<file path="src/verilog/rsc_defines.vh">
// constants for the reset source control block
`ifndef RSC_DEFINES_VH
`define RSC_DEFINES_VH

// ****************************************
// register byte offsets
// ****************************************
`define RSC_OFF_TRIP    8'h00
`define RSC_OFF_CAUSE   8'h04
`define RSC_OFF_STATUS  8'h08
`define RSC_OFF_CLKSRC  8'h0c

// ****************************************
// fields and reset values
// ****************************************
`define RSC_TRIP_RST    8'h55
`define RSC_TRIP_LVL0   8'h55
`define RSC_TRIP_LVL1   8'h33
`define RSC_TRIP_LVL2   8'h99
`define RSC_TRIP_LVL3   8'haa
`define RSC_WDE_OFF     5'h15
`define RSC_WDE_ON      5'h0a
`define RSC_BIT_KEEP    7
`define RSC_BIT_LOWSUP  2
`define RSC_BIT_BADTRIP 1
`define RSC_BIT_BADWDE  0
`define RSC_BIT_TMO     0
`define RSC_BIT_PWRDN   1
`define RSC_CLKSRC_RST  3'h1

// clock source codes
`define RSC_SRC_EXTRC   3'h0
`define RSC_SRC_FASTRC  3'h1
`define RSC_SRC_FASTXT  3'h2
`define RSC_SRC_SLOWXT  3'h3
`define RSC_SRC_SLOWRC  3'h4

// ****************************************
// timing: startup waits in system clocks, debounce in slow-oscillator edges
// ****************************************
`define RSC_SST_RC      11'd16
`define RSC_SST_XTAL    11'd1024
`define RSC_SST_SLOW    11'd2
`define RSC_DEB_EDGES   2'd3

`endif

</file>
<file path="src/verilog/rsc_reset_ctrl.v">
// reset source control: trip level, cause flags, sequencing
`timescale 1ns/1ps
module rsc_reset_ctrl (
  // clock and power-on reset
  input  wire        clk_sys,
  input  wire        sys_rst,
  // wishbone slave
  input  wire        wb_cyc_i,
  input  wire        wb_stb_i,
  input  wire        wb_we_i,
  input  wire [7:0]  wb_adr_i,
  input  wire [3:0]  wb_sel_i,
  input  wire [31:0] wb_dat_i,
  output reg  [31:0] wb_dat_o,
  output wire        wb_ack_o,
  // pins and analogue
  input  wire        external_reset_pin_n,
  input  wire        low_supply_trip,
  input  wire        slow_internal_rc,
  // core events, same clock
  input  wire        watchdog_timeout,
  input  wire [4:0]  watchdog_enable_code,
  input  wire        low_power_mode,
  input  wire        halt_enter,
  input  wire        watchdog_clear,
  // outputs to core and analogue
  output reg  [7:0]  trip_level_code,
  output reg         device_reset,
  output reg         pc_sp_clear,
  output reg         watchdog_restart,
  output reg         watchdog_timeout_flag,
  output reg         powerdown_flag,
  output reg         idle_sysclk_keep
);
`include "rsc_defines.vh"

  localparam ST_RUN   = 2'd0;
  localparam ST_HOLD  = 2'd1;
  localparam ST_START = 2'd2;

  // ****************************************
  // input synchronisers
  // ****************************************
  reg [1:0] pin_sync;
  reg [1:0] trip_sync;
  reg [1:0] rc_sync;
  reg       rc_last;

  // pins reach logic only through the second stage
  always @(posedge clk_sys) begin
    if (sys_rst) begin
      pin_sync  <= 2'b11;
      trip_sync <= 2'b00;
      rc_sync   <= 2'b00;
      rc_last   <= 1'b0;
    end else begin
      pin_sync  <= {pin_sync[0], external_reset_pin_n};
      trip_sync <= {trip_sync[0], low_supply_trip};
      rc_sync   <= {rc_sync[0], slow_internal_rc};
      rc_last   <= rc_sync[1];
    end
  end

  wire pin_low   = ~pin_sync[1];
  wire supply_lo = trip_sync[1];
  wire slow_rise = rc_sync[1] & ~rc_last;

  // ****************************************
  // code checks and debounce
  // ****************************************
  wire       trip_legal;
  wire       wde_legal;
  wire [1:0] bad_code;
  wire [1:0] bad_fire;

  assign trip_legal = (trip_level_code == `RSC_TRIP_LVL0) |
                      (trip_level_code == `RSC_TRIP_LVL1) |
                      (trip_level_code == `RSC_TRIP_LVL2) |
                      (trip_level_code == `RSC_TRIP_LVL3);
  assign wde_legal  = (watchdog_enable_code == `RSC_WDE_OFF) |
                      (watchdog_enable_code == `RSC_WDE_ON);
  assign bad_code   = {~wde_legal, ~trip_legal};

  genvar gi;
  generate
    for (gi = 0; gi < 2; gi = gi + 1) begin : g_deb
      rsc_debounce u_deb (
        .clk_sys   (clk_sys),
        .sys_rst   (sys_rst),
        .slow_rise (slow_rise),
        .fault     (bad_code[gi]),
        .fire      (bad_fire[gi])
      );
    end
  endgenerate

  wire trip_fire = bad_fire[0];
  wire wde_fire  = bad_fire[1];
  wire tmo_norm  = watchdog_timeout & ~low_power_mode;
  wire tmo_low   = watchdog_timeout & low_power_mode;

  // ****************************************
  // wishbone decode
  // ****************************************
  reg  ack;
  wire req   = wb_cyc_i & wb_stb_i & ~ack;
  // every register is one byte wide, so only the lowest lane enables a write
  wire wr    = req & wb_we_i & wb_sel_i[0];
  wire wr_tr = wr & (wb_adr_i == `RSC_OFF_TRIP);
  wire wr_ca = wr & (wb_adr_i == `RSC_OFF_CAUSE);
  wire wr_cs = wr & (wb_adr_i == `RSC_OFF_CLKSRC);

  assign wb_ack_o = ack;

  // ****************************************
  // reset sequencer
  // ****************************************
  reg  [1:0]  state;
  reg  [10:0] sst_cnt;
  reg  [2:0]  clk_src;
  reg  [10:0] sst_load;
  reg  [1:0]  next_state;

  always @* begin
    case (clk_src)
      `RSC_SRC_EXTRC:  sst_load = `RSC_SST_RC;
      `RSC_SRC_FASTRC: sst_load = `RSC_SST_RC;
      `RSC_SRC_FASTXT: sst_load = `RSC_SST_XTAL;
      `RSC_SRC_SLOWXT: sst_load = `RSC_SST_XTAL;
      `RSC_SRC_SLOWRC: sst_load = `RSC_SST_SLOW;
      default:         sst_load = `RSC_SST_RC;
    endcase
  end

  // any full reset source, held ones keep the hold state
  wire full_evt = trip_fire | wde_fire | tmo_norm | pin_low | supply_lo;
  wire held     = pin_low | supply_lo;

  // a low-power timeout runs the startup wait with the core left running;
  // a held source during that wait turns it into a full reset
  reg  lp_wake;
  wire lp_entry     = (state == ST_RUN) & ~full_evt & tmo_low;
  wire next_lp_wake = lp_entry | (lp_wake & (next_state == ST_START));

  always @* begin
    next_state = state;
    case (state)
      ST_RUN: begin
        if (full_evt) begin
          next_state = ST_HOLD;
        end else if (tmo_low) begin
          next_state = ST_START;
        end
      end
      ST_HOLD: begin
        if (!held) begin
          next_state = ST_START;
        end
      end
      ST_START: begin
        if (held) begin
          next_state = ST_HOLD;
        end else if (sst_cnt == 11'd1) begin
          next_state = ST_RUN;
        end
      end
      default: next_state = ST_HOLD;
    endcase
  end

  // power-on enters the startup wait directly
  always @(posedge clk_sys) begin
    if (sys_rst) begin
      state            <= ST_START;
      sst_cnt          <= `RSC_SST_RC;
      device_reset     <= 1'b1;
      lp_wake          <= 1'b0;
      pc_sp_clear      <= 1'b0;
      watchdog_restart <= 1'b0;
    end else begin
      state            <= next_state;
      pc_sp_clear      <= 1'b0;
      watchdog_restart <= 1'b0;
      if (next_state == ST_START && state != ST_START) begin
        sst_cnt <= sst_load;
      end else if (state == ST_START && sst_cnt != 11'd0) begin
        sst_cnt <= sst_cnt - 11'd1;
      end
      // low-power timeout only clears pc and sp
      // the reset level follows the next state, so a low-power wake
      // never pulses the core reset while its startup wait runs
      pc_sp_clear  <= lp_entry;
      lp_wake      <= next_lp_wake;
      device_reset <= (next_state != ST_RUN) & ~next_lp_wake;
      // watchdog restarts when core is released
      if (state == ST_START && next_state == ST_RUN) begin
        watchdog_restart <= 1'b1;
      end
    end
  end

  // ****************************************
  // trip level and cause registers
  // ****************************************
  reg bad_wde_flag;
  reg bad_trip_flag;
  reg low_supply_reset_flag;

  // soft resets restore the trip level and keep bit; supply trip does not
  wire soft_full = trip_fire | wde_fire | tmo_norm | (pin_low & state != ST_HOLD);

  always @(posedge clk_sys) begin
    if (sys_rst) begin
      trip_level_code       <= `RSC_TRIP_RST;
      idle_sysclk_keep      <= 1'b0;
      clk_src               <= `RSC_CLKSRC_RST;
      low_supply_reset_flag <= 1'b0;
      bad_trip_flag         <= 1'b0;
      bad_wde_flag          <= 1'b0;
    end else begin
      if (soft_full) begin
        trip_level_code  <= `RSC_TRIP_RST;
        idle_sysclk_keep <= 1'b0;
      end else begin
        if (wr_tr) begin
          trip_level_code <= wb_dat_i[7:0];
        end
        if (wr_ca) begin
          idle_sysclk_keep <= wb_dat_i[`RSC_BIT_KEEP];
        end
      end
      if (wr_cs) begin
        clk_src <= wb_dat_i[2:0];
      end
      low_supply_reset_flag <= (low_supply_reset_flag &
                               ~(wr_ca & ~wb_dat_i[`RSC_BIT_LOWSUP])) |
                               (supply_lo & state != ST_HOLD);
      bad_trip_flag <= (bad_trip_flag & ~(wr_ca & ~wb_dat_i[`RSC_BIT_BADTRIP]))
                       | trip_fire;
      bad_wde_flag <= (bad_wde_flag & ~(wr_ca & ~wb_dat_i[`RSC_BIT_BADWDE]))
                      | wde_fire;
    end
  end

  // ****************************************
  // timeout and powerdown status
  // ****************************************
  // power-on clears both; pin and supply resets leave them
  always @(posedge clk_sys) begin
    if (sys_rst) begin
      watchdog_timeout_flag <= 1'b0;
      powerdown_flag        <= 1'b0;
    end else begin
      if (watchdog_timeout) begin
        watchdog_timeout_flag <= 1'b1;
        if (low_power_mode) begin
          powerdown_flag <= 1'b1;
        end
      end else if (halt_enter) begin
        watchdog_timeout_flag <= 1'b0;
        powerdown_flag        <= 1'b1;
      end else if (watchdog_clear) begin
        watchdog_timeout_flag <= 1'b0;
        powerdown_flag        <= 1'b0;
      end
    end
  end

  // ****************************************
  // wishbone answer
  // ****************************************
  // one-cycle answer; unmapped reads return zero
  always @(posedge clk_sys) begin
    if (sys_rst) begin
      ack      <= 1'b0;
      wb_dat_o <= 32'h0000_0000;
    end else begin
      ack <= req;
      if (req) begin
        case (wb_adr_i)
          `RSC_OFF_TRIP:   wb_dat_o <= {24'h00_0000, trip_level_code};
          `RSC_OFF_CAUSE:  wb_dat_o <= {24'h00_0000, idle_sysclk_keep,
                                        4'h0, low_supply_reset_flag,
                                        bad_trip_flag, bad_wde_flag};
          `RSC_OFF_STATUS: wb_dat_o <= {30'h0000_0000, powerdown_flag,
                                        watchdog_timeout_flag};
          `RSC_OFF_CLKSRC: wb_dat_o <= {29'h0000_0000, clk_src};
          default:         wb_dat_o <= 32'h0000_0000;
        endcase
      end
    end
  end

endmodule

</file>
<file path="src/verilog/rsc_debounce.v">
// slow-oscillator debounce for an illegal control code
`timescale 1ns/1ps
module rsc_debounce (
  // clock and reset
  input  wire       clk_sys,
  input  wire       sys_rst,
  // fault detection
  input  wire       slow_rise,
  input  wire       fault,
  // reset request
  output reg        fire
);
`include "rsc_defines.vh"

  reg [1:0] edge_cnt;

  // ****************************************
  // edge counter
  // ****************************************
  // slow counted delay
  // three edges from an arbitrary phase give two to three periods
  always @(posedge clk_sys) begin
    if (sys_rst) begin
      edge_cnt <= 2'd0;
      fire     <= 1'b0;
    end else begin
      fire <= 1'b0;
      if (!fault) begin
        edge_cnt <= 2'd0;
      end else if (slow_rise) begin
        if (edge_cnt == `RSC_DEB_EDGES - 2'd1) begin
          fire     <= 1'b1;
          edge_cnt <= 2'd0;
        end else begin
          edge_cnt <= edge_cnt + 2'd1;
        end
      end
    end
  end

endmodule

</file>
<file path="config.mk">
export PLATFORM = sky130hd
export DESIGN_NAME = rsc_reset_ctrl
export DESIGN_NICKNAME = d
export VERILOG_FILES = /design/src/verilog/rsc_reset_ctrl.v /design/src/verilog/rsc_debounce.v
export VERILOG_INCLUDE_DIRS = /design/src /design/src/verilog
export SDC_FILE = /design/constraint.sdc
export NUM_CORES = 1
export LEC_CHECK = 0
export BUFFER_PORTS_ARGS = -buffer_cell sky130_fd_sc_hd__clkbuf_2
export CORE_MARGIN = 2
export CORE_UTILIZATION = 41
export DETAILED_ROUTE_END_ITERATION = 6
export GPL_TIMING_DRIVEN = 0
export PLACE_DENSITY_LB_ADDON = 0.08
export SLEW_MARGIN = 15
export SYNTH_ARGS = -nofsm -noshare
export SYNTH_HDL_FRONTEND = slang
export SYNTH_HIERARCHICAL = 1
export SYNTH_SLANG_ARGS = --single-unit
</file>
<file path="constraint.sdc">
create_clock -name clk_sys -period 2.1 [get_ports clk_sys]
set_input_delay 0 -clock clk_sys [delete_from_list [all_inputs] [get_ports clk_sys]]
set_output_delay 0 -clock clk_sys [all_outputs]
set_load 0.02 [all_outputs]
</file>
## Word-level counts from Yosys, hierarchy flattened

Index checks and enable logic that the tools add are counted.

- Flip-flop bits (word level): 80
- Input port bits: 61
- Output and inout port bits: 47
- Logic and storage cells: 135

- Add/subtract/negate cells: 3
- Equal/unequal tests: 21
- Multiplexer cells: 21
- Bitwise operators: 49
- Reductions and logical operators: 17

Operator list:

| operator | number |
|---|---|
| case mux 8 bit (4 select lines) | 1 |
| bitwise AND 1 bit | 22 |
| 2-to-1 mux 11 bit | 2 |
| case mux 11 bit (2 select lines) | 1 |
| equality test 8 x 4 -> 1 bit (second input constant) | 2 |
| equality test 8 bit (second input constant) | 2 |
| 2-to-1 mux 2 bit | 7 |
| bitwise OR 1 bit | 14 |
| inverter 1 bit | 13 |
| equality test 11 x 1 -> 1 bit (second input constant) | 1 |
| nonzero test 11 bit | 1 |
| subtractor 11 x 1 -> 11 bit (second input constant) | 1 |
| 2-to-1 mux 1 bit | 9 |
| equality test 2 bit (second input constant) | 4 |
| equality test 8 x 3 -> 1 bit (second input constant) | 1 |
| equality test 8 x 6 -> 1 bit (second input constant) | 1 |
| equality test 8 x 7 -> 1 bit (second input constant) | 1 |
| logical NOT 8 bit | 1 |
| OR reduction 2 bit | 4 |
| equality test 3 x 2 -> 1 bit (second input constant) | 2 |
| case mux 2 bit (3 select lines) | 1 |
| OR reduction 3 bit | 2 |
| equality test 5 x 4 -> 1 bit (second input constant) | 1 |
| equality test 5 bit (second input constant) | 1 |
| other kinds (10) | 16 |

## Depth between registers and ports, before layout

Gate-level depths: netlist (run 1).

- Word-level depth: 12
- Gate-level depth with buffers: 6
- Gate-level depth less buffers: 6

## By module

The synthesis (run 1) kept the hierarchy.

Modules (own cells, without submodules):

| module | instances | cells each | area each (µm²) | sequential area each (µm²) |
|---|---|---|---|---|
| rsc_reset_ctrl | 1 | 293 | 2521.2 | 1001.0 |
| rsc_debounce | 2 | 11 | 115.1 | 60.1 |

## Least setup slack after synthesis (run 1)

No wires, ideal clock.

- Kind: register to register
- Start point: reg sst_cnt[4]
- End point: reg state[1]
- Library setup time: 0.115 ns
- Data arrival time: 1.752 ns
- Data required time: 1.985 ns
- Slack: 0.233 ns
- Stages on the path, launching flop included: 6
- Path buffers: 2
- Period minus slack after synthesis: 1.867 ns
- Cells stage by stage: dfxtp_1 buf_6 or4_4 buf_6 or4_4 a31o_1

- Longest elaborated chain between the ends: 4

RTL lines:

| element | line | source |
|---|---|---|
| start, declared | rsc_reset_ctrl.v:119 | `reg [10:0] sst_cnt;` |
| start signal, assigned | rsc_reset_ctrl.v:175 | `` sst_cnt <= `RSC_SST_RC; `` |
| start signal, assigned | rsc_reset_ctrl.v:185 | `sst_cnt <= sst_load;` |
| start signal, assigned | rsc_reset_ctrl.v:187 | `sst_cnt <= sst_cnt - 11'd1;` |
| equality test 11 x 1 -> 1 bit | rsc_reset_ctrl.v:163 | `end else if (sst_cnt == 11'd1) begin` |
| 2-to-1 mux 2 bit | rsc_reset_ctrl.v:163 |  |
| 2-to-1 mux 2 bit | rsc_reset_ctrl.v:161 | `if (held) begin` |
| case mux 2 bit (3 select lines) | rsc_reset_ctrl.v:147 | `case (state)` |
| end signal, assigned | rsc_reset_ctrl.v:181 | `state <= next_state;` |
| end, declared | rsc_reset_ctrl.v:118 | `reg [1:0] state;` |

No other way between the ends.
A chain may end at the register's enable or synchronous reset.

## Final worst setup path (run 1)

- Start point: reg sst_cnt[4]
- End point: reg lp_wake

- Longest elaborated chain between the ends: 7

RTL lines:

| element | line | source |
|---|---|---|
| equality test 11 x 1 -> 1 bit | rsc_reset_ctrl.v:163 |  |
| 2-to-1 mux 2 bit | rsc_reset_ctrl.v:163 |  |
| 2-to-1 mux 2 bit | rsc_reset_ctrl.v:161 |  |
| case mux 2 bit (3 select lines) | rsc_reset_ctrl.v:147 |  |
| equality test 2 bit | rsc_reset_ctrl.v:143 | `wire next_lp_wake = lp_entry \| (lp_wake & (next_state == ST_START));` |
| bitwise AND 1 bit | rsc_reset_ctrl.v:143 |  |
| bitwise OR 1 bit | rsc_reset_ctrl.v:143 |  |
| end signal, assigned | rsc_reset_ctrl.v:193 | `lp_wake <= next_lp_wake;` |
| end, declared | rsc_reset_ctrl.v:141 | `reg lp_wake;` |

No other way between the ends.

==> flow_metrics.py, run 1 <==
metrics = {
    "status": {
        "status": "finished clean",
    },
    "setup_path": {
        "cp_cell_sequence": "buf_6 > or4_4 > buf_6 > o41ai_1 > a21boi_1 > a21o_1",
        "reg2reg_from": "sst_cnt[4]$_SDFFE_PP1P_",
        "critPathMaxStageDelay_ns": 0.53,
        "arrival_ns": 2.15,
        "reg2regPathDepth": 6,
        "critPathLaunch": "sst_cnt[4]$_SDFFE_PP1P_",
        "crit_end": "lp_wake$_SDFF_PP0_",
        "crit_path_end_kind": "flop",
        "cp_max_fo": 9,
        "cp-start-kind": "flop",
        "critPathKind": "flop to flop",
        "r2r_slack_ns": 0.15,
        "cpMostUsedCell": "buf_6",
        "r2r-end": "lp_wake$_SDFF_PP0_",
        "cp.required_ns": 2.30,
        "slowest_stage": "or4_4",
    },
    "die": {
        "core_mm2": 0.00642,
        "dieArea_mm2": 0.00738,
        "rows": 29,
        "ios": 108,
        "die_height_um": 85.9,
        "die-width_um": 85.9,
        "start_util": 0.428,
    },
    "synthesis": {
        "yosys_warnings": 6,
        "ys_seq_area_frac": 0.407,
        "avgSynthCellArea_um2": 8.73,
        "synthTopCellsByCount": "dfxtp_1 (56), a21oi_1 (30), nand3_1 (26), buf_4 (24), nand2_1 (19)",
        "syn_area_mm2": 0.00275,
        "netlist.area_leader.share": 0.407,
        "yosysUniqueCellTypes": 53,
        "synthTopCellsByArea": "dfxtp_1 (41%), buf_4 (6.5%), a21oi_1 (5.5%)",
        "synth_cells": 315,
        "synth_edf_count": 0,
        "ys.flop_type": "dfxtp_1",
        "yosysMostFrequentCell": "dfxtp_1",
        "ys_ff_latch": 56,
        "synth_top_cell_by_area": "dfxtp_1",
        "async_reset_ff_frac": 0,
    },
    "route": {
        "routed_wl_um": 6400,
        "antenna_left": 0,
        "drc": 0,
        "wl_per_cell_um": 13.0,
        "drt_iter0_drc": 114,
        "routed-via-count": 2507,
        "vias_per_cell": 5.11,
        "drt_first_pass_iters": 4,
    },
    "global_route": {
        "grt_max_degree": 16,
        "first_global_vias": 2302,
        "grt_pass1_wl_um": 10600,
        "grt-ovfl-total": 0,
        "track_usage": 0.178,
        "antenna_found_initial": 0,
    },
    "timing": {
        "setup_viol": 0,
        "fin_worst_skew_ns": 0.00581,
        "clock.fmax_mhz": 513,
        "final.period_utilization": 0.929,
        "period_minus_slack_ns": 1.95,
        "setup_tns_ns": 0,
        "finalHoldViolCount": 0,
        "slew_headroom": 0.348,
        "worst_pin_slew_ns": 0.970,
        "rsz0062_at_grt": "no",
        "drv_slew": 0,
        "hold_slack_ns": 0.0538,
    },
    "clock_tree": {
        "numClockSinks": 56,
        "cts_tree": "yes",
        "cts_made_buffers": 5,
        "clock_path_buffers": 2,
        "path_clk_slew_ns": 0.09,
        "ctsResizeCount": 0,
        "clock-root-buffer": "clkbuf_8",
        "postCtsSetupBuffers": 0,
        "clk_latency_ns": 0.30,
        "htree_num_levels": 2,
    },
    "job": {
        "maxCapViolCount": 0,
    },
    "cells_and_area": {
        "fin_util": 0.535,
        "areaGrowthSynthToFinish_pct": 24.8,
        "drive_above_1_share": 0.249,
        "nFillCells": 637,
        "num_antenna_cells": 0,
        "fin_nets": 477,
    },
    "place": {
        "gp_congestion": 0.869,
        "hpwl_um": 4880,
        "port_buffers": 54,
    },
    "worst_hold_path": {
        "hold_class": "input pin to flop",
        "min_path_cells": 4,
    },
    "power_and_ir_drop": {
        "leakage_nw": 1.40,
        "ir_drop_uv": 366,
        "p_per_area_mw_per_mm2": 783,
    },
}
[through the flow]
| stage | cell area, µm² | power (mW) | std cells | setup WS, ns |
|---|---|---|---|---|
| final | 3430 | 2.69 | 491 | 0.150 |
| after global routing | 3430 | 2.86 | 491 | 0.0891 |
| after CTS | 3430 | 2.72 | 491 | 0.155 |
| after detailed placement | 3200 | 2.09 | 469 | 0.172 |
| after global placement | 3200 | 2.08 | 469 | 0.179 |
| after floorplan | 2840 | 1.91 | 338 | 0.233 |
[registers in the layout (all words and copies together), names as in the netlist, 2 cells and up]
| register | cells |
|---|---|
| trip_level_code | 8 |
| wb_dat_o | 8 |
| rc_sync | 2 |
| g_deb.u_deb/fire | 2 |
| sst_cnt | 11 |
| trip_sync | 2 |
| clk_src | 3 |
| pin_sync | 2 |
| state | 2 |
| g_deb.u_deb/edge_cnt | 4 |
[kinds of logic (layout without fill, tap and decap cells)]
logic type,Yosys count,in the layout,synth area share
xor gates and xnor gates,3,3,0.00955
adders and majority gates,3,3,0.0136
other,1,24,0.00136
buffers and inverters,43,119,0.0973
and+or+nand+nor,132,132,0.281
AOI/OAI and AO/OA,72,72,0.162
muxes,5,5,0.0277
DFF,56,56,0.407
[layer usage]
metal | global-route usage | routed length (µm) | vias up
met3 | 0.0356 | 375 | 6
met1 | 0.241 | 2930 | 1139
met4 | 0.0404 | 61 | 0
met5 | 0 | 0 | -
met2 | 0.294 | 3040 | 64
li1 | - | - | 1298
[worst max-delay path, delay by kind of cell, from the launching register on]
family	cells	cell delay, ns
buf+inv	2	0.28
compound gates	3	0.73
simple gates	1	0.53
flops	1	0.32
[power by group]
group	leakage, nW	switching [mW]	internal, mW
registers	0.456	0.0847	1.15
clock network	0.0455	0.327	0.270
logic	0.898	0.481	0.373
[layout make-up]
class,count,area (µm²),area share
multi-input combinational,239,1450,0.422
sequential,56,1120,0.326
timing repair buffer,68,410,0.119
buffer,36,241,0.0703
tap,77,96.3,0.0281
clock buffer,8,90.1,0.0262
inverter,7,26.3,0.00765
[placed cells by master, fill, tap and decap left out, drive strengths merged, types with 7 or more instances in the layout]
master,n
clkbuf,70
dlygate4sd3,14
nor2,18
nor3,9
nand3,26
or4,9
nand2b,8
nand2,19
buf,28
nor2b,10
dfxtp,56
inv,7
a21oi,30
conb,24
o21ai,16
[repair_timing]
action                                  4_1_cts  5_1_grt
hold endpoints to repair                     17        0
endpoints found under the setup margin        0        0
hold buffers                                 14        0
[worst min path at each step]
stage,startpoint,endpoint,slack [ns]
after floorplan,external_reset_pin_n,pin_sync[0]$_SDFF_PP1_,0.10
after global routing,halt_enter,watchdog_timeout_flag$_SDFFE_PP0N_,0.06
final,halt_enter,watchdog_timeout_flag$_SDFFE_PP0N_,0.05
after CTS,halt_enter,watchdog_timeout_flag$_SDFFE_PP0N_,0.05
after global placement,external_reset_pin_n,pin_sync[0]$_SDFF_PP1_,0.19
after detailed placement,external_reset_pin_n,pin_sync[0]$_SDFF_PP1_,0.20
Note: power is estimated with default switching activity, not from simulation.
==> inputs of run 2 (changes only) <==
--- a/config.mk
+++ b/config.mk
@@ -7,8 +7,9 @@
 export NUM_CORES = 1
 export LEC_CHECK = 0
 export BUFFER_PORTS_ARGS = -buffer_cell sky130_fd_sc_hd__clkbuf_2
+export CAP_MARGIN = 20
 export CORE_MARGIN = 2
-export CORE_UTILIZATION = 41
+export CORE_UTILIZATION = 49
 export DETAILED_ROUTE_END_ITERATION = 6
 export GPL_TIMING_DRIVEN = 0
 export PLACE_DENSITY_LB_ADDON = 0.08
==> run 2 against run 1 <==
Effect of this change: clock skew is essentially flat; design area rose by 0.66%; via count up 1.2%; sequential cell count unchanged; global-route usage grew 3.1 points; critical path depth down 1; routed wire length down 1.9%; critical path type unchanged; critical endpoint is now sst_cnt[2]$_SDFFE_PP0P_.
==> flow_metrics.py, run 2 (synthesized netlist as in run 1, its figures left out) <==
metrics = {
    "clock_tree": {
        "cts_made_buffers": 5,
        "path_clk_slew_ns": 0.10,
        "cts_tree": "yes",
        "clk_latency_ns": 0.31,
        "clock-root-buffer": "clkbuf_8",
        "numClockSinks": 56,
        "htree_num_levels": 2,
        "clock_path_buffers": 2,
        "postCtsSetupBuffers": 0,
    },
    "cells_and_area": {
        "areaGrowthSynthToFinish_pct": 25.6,
        "top_register": "sst_cnt",
        "fin_cells": 486,
        "fin_nets": 477,
        "layout_common_cells": "dfxtp_1 (56), clkbuf_2 (54), a21oi_1 (30)",
        "drive_above_1_share": 0.256,
        "layout_commonest_cell": "dfxtp_1",
        "largestRegisters": "sst_cnt: 11 flops, trip_level_code: 8 flops, wb_dat_o: 8 flops",
        "largest_reg_flops": 11,
        "num_antenna_cells": 0,
        "final_area_mm2": 0.00346,
    },
    "power_and_ir_drop": {
        "p_sw_mw": 0.937,
        "p_int_mw": 1.88,
        "pwr-share-comb": 0.309,
        "sequentialPowerShare": 0.439,
        "swShare": 0.332,
        "clkPwrFrac": 0.252,
        "p_per_area_mw_per_mm2": 816,
        "leakage_nw": 1.41,
        "power.total_mw": 2.82,
        "ir_drop_uv": 454,
    },
    "global_route": {
        "track_usage": 0.209,
        "antenna_found_initial": 0,
        "first_global_vias": 2292,
        "grt_pass1_wl_um": 10400,
        "grt-ovfl-total": 0,
        "grt_max_degree": 18,
    },
    "route": {
        "routed-via-count": 2538,
        "drt_iter0_drc": 154,
        "wl_per_cell_um": 12.9,
        "drc": 0,
        "vias_per_cell": 5.22,
        "drt_first_pass_iters": 5,
        "routed_wl_um": 6280,
        "antenna_left": 0,
    },
    "die": {
        "core_mm2": 0.00547,
        "ios": 108,
        "rows": 27,
        "die-width_um": 78.9,
        "dieArea_mm2": 0.00623,
        "start_util": 0.503,
        "die_height_um": 78.9,
    },
    "timing": {
        "slew_headroom": 0.372,
        "setup_viol": 0,
        "period_minus_slack_ns": 1.93,
        "setup_tns_ns": 0,
        "worst_pin_slew_ns": 0.935,
        "final.period_utilization": 0.917,
        "rsz0062_at_grt": "no",
        "drv_slew": 0,
        "finalHoldViolCount": 0,
        "fin_worst_skew_ns": 0.00573,
        "clock.fmax_mhz": 519,
        "layout_setup_ws_ns": 0.174,
    },
    "setup_path": {
        "cp.required_ns": 2.30,
        "cp-start-kind": "flop",
        "arrival_ns": 2.13,
        "slowest_stage": "or4_1",
        "critPathMaxStageDelay_ns": 0.53,
        "crit_path_end_kind": "flop",
        "cp_max_fo": 7,
        "critPathKind": "flop to flop",
        "cp_cell_sequence": "or4_1 > clkbuf_1 > o311ai_1 > xor2_1 > nor2_1",
    },
    "job": {
        "maxCapViolCount": 0,
    },
    "place": {
        "gp_congestion": 0.813,
        "port_buffers": 54,
        "hpwl_um": 4640,
        "dp.cells": 464,
        "pre_cts_slack_ns": 0.192,
        "post_dp_cell_area_mm2": 0.00320,
    },
    "status": {
        "status": "finished clean",
    },
    "worst_hold_path": {
        "hold_class": "input pin to flop",
    },
}
[run 2: layout make-up]
cell class                      count  area [µm²]
Timing Repair Buffer               68         410
Sequential cell                    56        1120
Fill cell                         502        2020
Buffer                             36         241
Clock inverter                      3        42.5
Inverter                            7        26.3
Tap cell                           72        90.1
Clock buffer                        5        68.8
Multi-Input combinational cell    239        1460
[run 2: power groups by stage]
| stage | combinational, mW | clock, mW | sequential, mW |
|---|---|---|---|
| floorplan | 0.662 | 0 | 1.25 |
| finish | 0.872 | 0.710 | 1.24 |
| detailed placement | 0.816 | 0 | 1.26 |
| CTS | 0.857 | 0.718 | 1.24 |
| global placement | 0.809 | 0 | 1.26 |
| global route | 0.961 | 0.761 | 1.25 |
[run 2: timing repair]
| action | CTS | global route |
|---|---|---|
| endpoints found under the hold margin | 17 | 0 |
| endpoints found under the setup margin | 0 | 1 |
| hold buffers | 14 | 0 |
| gates resized for setup | 0 | 1 |
[run 2: worst paths after layout]
path                           startpoint                            endpoint  slack, ns  cells past startpoint
setup / recovery  sst_cnt[2]$_SDFFE_PP0P_             sst_cnt[2]$_SDFFE_PP0P_       0.17                      5
hold / removal                 halt_enter  watchdog_timeout_flag$_SDFFE_PP0N_       0.04                      4
hold reg to reg    pin_sync[0]$_SDFF_PP1_              pin_sync[1]$_SDFF_PP1_       0.42                      1
setup reg to reg  sst_cnt[2]$_SDFFE_PP0P_             sst_cnt[2]$_SDFFE_PP0P_       0.17                      5
[run 2: worst max-delay path: cells and delay by family, from the launching register on]
kind / cells / cell delay [ns]
and+or+nand+nor: 2 / 0.58
AOI/OAI and AO/OA: 1 / 0.46
DFF: 1 / 0.36
buffers and inverters: 1 / 0.23
xor gates and xnor gates: 1 / 0.19
[run 2: layer usage]
| layer | wire length, µm | vias to the layer above | track usage |
|---|---|---|---|
| met5 | 0 | - | 0 |
| met4 | 91 | 0 | 0.0603 |
| met3 | 405 | 11 | 0.0455 |
| met2 | 2920 | 91 | 0.344 |
| met1 | 2860 | 1142 | 0.278 |
| li1 | - | 1294 | - |
[run 2: stage by stage]
stage,hold WS [ns],utilization
after floorplan,0.104,-
after CTS,0.0332,0.630
after global routing,0.0879,0.632
after detailed placement,0.196,0.584
final,0.0415,0.632
after global placement,0.188,0.584
==> inputs of run 3 (changes only) <==
--- a/config.mk
+++ b/config.mk
@@ -8,9 +8,11 @@
 export LEC_CHECK = 0
 export BUFFER_PORTS_ARGS = -buffer_cell sky130_fd_sc_hd__clkbuf_2
 export CAP_MARGIN = 20
+export CORE_ASPECT_RATIO = 0.9
 export CORE_MARGIN = 2
 export CORE_UTILIZATION = 49
 export DETAILED_ROUTE_END_ITERATION = 6
+export GPL_ROUTABILITY_DRIVEN = 0
 export GPL_TIMING_DRIVEN = 0
 export PLACE_DENSITY_LB_ADDON = 0.08
 export SLEW_MARGIN = 15
==> run 3 against run 2 <==
Effect of this change: sequential share of layout area rose by 0.082 points; setup slack got worse by 0.030 ns; count of clock-buffer cells in the layout did not move; largest power group unchanged; sequential cell count did not move; final cell count fell by 1.0%; largest cell class unchanged; power rose by 1.3%; worst hold slack got worse by 0.0052 ns; critical path type unchanged.
==> flow_metrics.py, run 3 (synthesized netlist as in run 1, its figures left out) <==
metrics = {
    "clock_tree": {
        "clk_latency_ns": 0.32,
        "numClockSinks": 56,
        "clock_path_buffers": 2,
        "clock-root-buffer": "clkbuf_8",
        "cts_made_buffers": 5,
        "path_clk_slew_ns": 0.11,
        "ctsResizeCount": 0,
        "htree_num_levels": 2,
        "postCtsSetupBuffers": 0,
        "cts_tree": "yes",
    },
    "job": {
        "maxCapViolCount": 0,
    },
    "status": {
        "status": "finished clean",
    },
    "cells_and_area": {
        "drive_above_1_share": 0.254,
        "largest_reg_flops": 11,
        "layout_common_cells": "dfxtp_1 (56), clkbuf_2 (54), a21oi_1 (30)",
        "fin_util": 0.645,
        "nFillCells": 486,
        "fin_nets": 477,
        "layout_commonest_cell": "dfxtp_1",
        "areaGrowthSynthToFinish_pct": 25.3,
        "top_register": "sst_cnt",
        "largestRegisters": "sst_cnt: 11 flops, trip_level_code: 8 flops, wb_dat_o: 8 flops",
        "final_area_mm2": 0.00345,
        "num_antenna_cells": 0,
    },
    "die": {
        "core_mm2": 0.00535,
        "start_util": 0.514,
        "dieArea_mm2": 0.00623,
        "rows": 25,
        "ios": 108,
        "die_height_um": 75.1,
        "die-width_um": 83.0,
    },
    "timing": {
        "period_minus_slack_ns": 1.96,
        "setup_viol": 0,
        "fin_worst_skew_ns": 0.0109,
        "rsz0062_at_grt": "no",
        "final.period_utilization": 0.931,
        "clock.fmax_mhz": 511,
        "slew_headroom": 0.373,
        "finalHoldViolCount": 0,
        "drv_slew": 0,
        "worst_pin_slew_ns": 0.934,
        "setup_tns_ns": 0,
    },
    "global_route": {
        "track_usage": 0.217,
        "grt_pass1_wl_um": 10800,
        "first_global_vias": 2280,
        "antenna_found_initial": 0,
        "grt_max_degree": 19,
        "grt-ovfl-total": 0,
    },
    "power_and_ir_drop": {
        "pwr-share-comb": 0.307,
        "clkPwrFrac": 0.258,
        "sequentialPowerShare": 0.435,
        "swShare": 0.339,
        "ir_drop_uv": 624,
        "leakage_nw": 1.41,
        "p_sw_mw": 0.968,
        "p_per_area_mw_per_mm2": 828,
        "p_int_mw": 1.89,
    },
    "setup_path": {
        "r2r_slack_ns": 0.14,
        "cp_cell_sequence": "buf_6 > or4_4 > buf_6 > nor3_2 > or3_1 > nand4_1",
        "path_delay_family": "simple AND/OR/NAND/NOR gates",
        "cpMostUsedCell": "buf_6",
        "cp.required_ns": 2.30,
        "slowest_stage": "or4_4",
        "cp_max_fo": 9,
        "reg2reg_from": "sst_cnt[4]$_SDFFE_PP1P_",
        "r2r-end": "sst_cnt[4]$_SDFFE_PP1P_",
        "crit_path_end_kind": "flop",
        "path_buf_inv": 2,
        "critPathKind": "flop to flop",
        "critPathMaxStageDelay_ns": 0.53,
        "arrival_ns": 2.16,
        "cp-start-kind": "flop",
        "reg2regPathDepth": 6,
    },
    "worst_hold_path": {
        "hold_path_startpoint": "watchdog_enable_code[2]",
        "worstHoldEndpoint": "g_deb[1].u_deb/edge_cnt[1]$_SDFFE_PP0P_",
        "min_path_cells": 4,
        "hold_class": "input pin to flop",
    },
    "route": {
        "drt-met1-wl_um": 3100,
        "drt_iter0_drc": 144,
        "highest_layer": "met4",
        "vias_per_cell": 5.34,
        "antenna_left": 0,
        "wl_per_cell_um": 13.8,
        "routed_wl_um": 6640,
        "met3_length_um": 518,
        "drc": 0,
        "routed-via-count": 2568,
        "drt_first_pass_iters": 4,
        "met2_length_um": 2930,
    },
    "place": {
        "hpwl_um": 4790,
        "port_buffers": 54,
        "post_dp_cell_area_mm2": 0.00319,
    },
}
## run 3: power groups by stage
stage	sequential, mW	clock (mW)	combinational (mW)
6_report	1.24	0.737	0.878
5_1_grt	1.25	0.780	0.962
3_3_place_gp	1.26	0	0.813
2_1_floorplan	1.25	0	0.662
3_5_place_dp	1.26	0	0.834
4_1_cts	1.24	0.749	0.870
## run 3: layer usage
metal  vias to the layer above  global-route usage
met3                         8              0.0439
met5                         -                   0
met4                         0              0.0801
met2                       112               0.346
met1                      1156               0.297
li1                       1292                   -
## run 3: worst max path at each step
stage | start | to | slack, ns | cells past startpoint
finish | sst_cnt[4]$_SDFFE_PP1P_ | sst_cnt[4]$_SDFFE_PP1P_ | 0.14 | 6
global route | sst_cnt[4]$_SDFFE_PP1P_ | sst_cnt[3]$_SDFFE_PP0P_ | 0.09 | 6
CTS | sst_cnt[4]$_SDFFE_PP1P_ | sst_cnt[4]$_SDFFE_PP1P_ | 0.15 | 6
detailed placement | sst_cnt[4]$_SDFFE_PP1P_ | state[1]$_SDFF_PP1_ | 0.17 | 5
global placement | sst_cnt[4]$_SDFFE_PP1P_ | state[1]$_SDFF_PP1_ | 0.20 | 5
floorplan | sst_cnt[4]$_SDFFE_PP1P_ | state[1]$_SDFF_PP1_ | 0.23 | 5
## run 3: metrics by stage
| stage | power [mW] | std cells | hold WS (ns) | setup WS, ns |
|---|---|---|---|---|
| 6_report | 2.86 | 481 | 0.0363 | 0.144 |
| 5_1_grt | 2.99 | 481 | 0.0709 | 0.0868 |
| 4_1_cts | 2.86 | 481 | 0.0288 | 0.147 |
| 3_5_place_dp | 2.10 | 459 | 0.185 | 0.166 |
| 3_3_place_gp | 2.07 | 459 | 0.182 | 0.196 |
| 2_1_floorplan | 1.91 | 338 | 0.104 | 0.233 |
## run 3: timing repair
action                                  CTS  global route
endpoints found under the setup margin    0             0
hold endpoints to repair                 17             0
hold buffers                             14             0
## run 3: final cells by class
class | instances | area, µm² | share of cell area
plain buffers | 36 | 241 | 0.0700
clock buffers | 5 | 68.8 | 0.0200
clock inverters | 3 | 47.5 | 0.0138
inverters | 7 | 26.3 | 0.00762
multi-input cells | 239 | 1450 | 0.420
flip-flops and latches | 56 | 1120 | 0.325
well taps | 67 | 83.8 | 0.0243
repair buffers | 68 | 410 | 0.119
## run 3: tightest hold or removal path, cell delays in order
cell and delay (ns):
clkbuf_2 0.09, a31oi_1 0.06, nand2b_1 0.12, a21oi_1 0.05
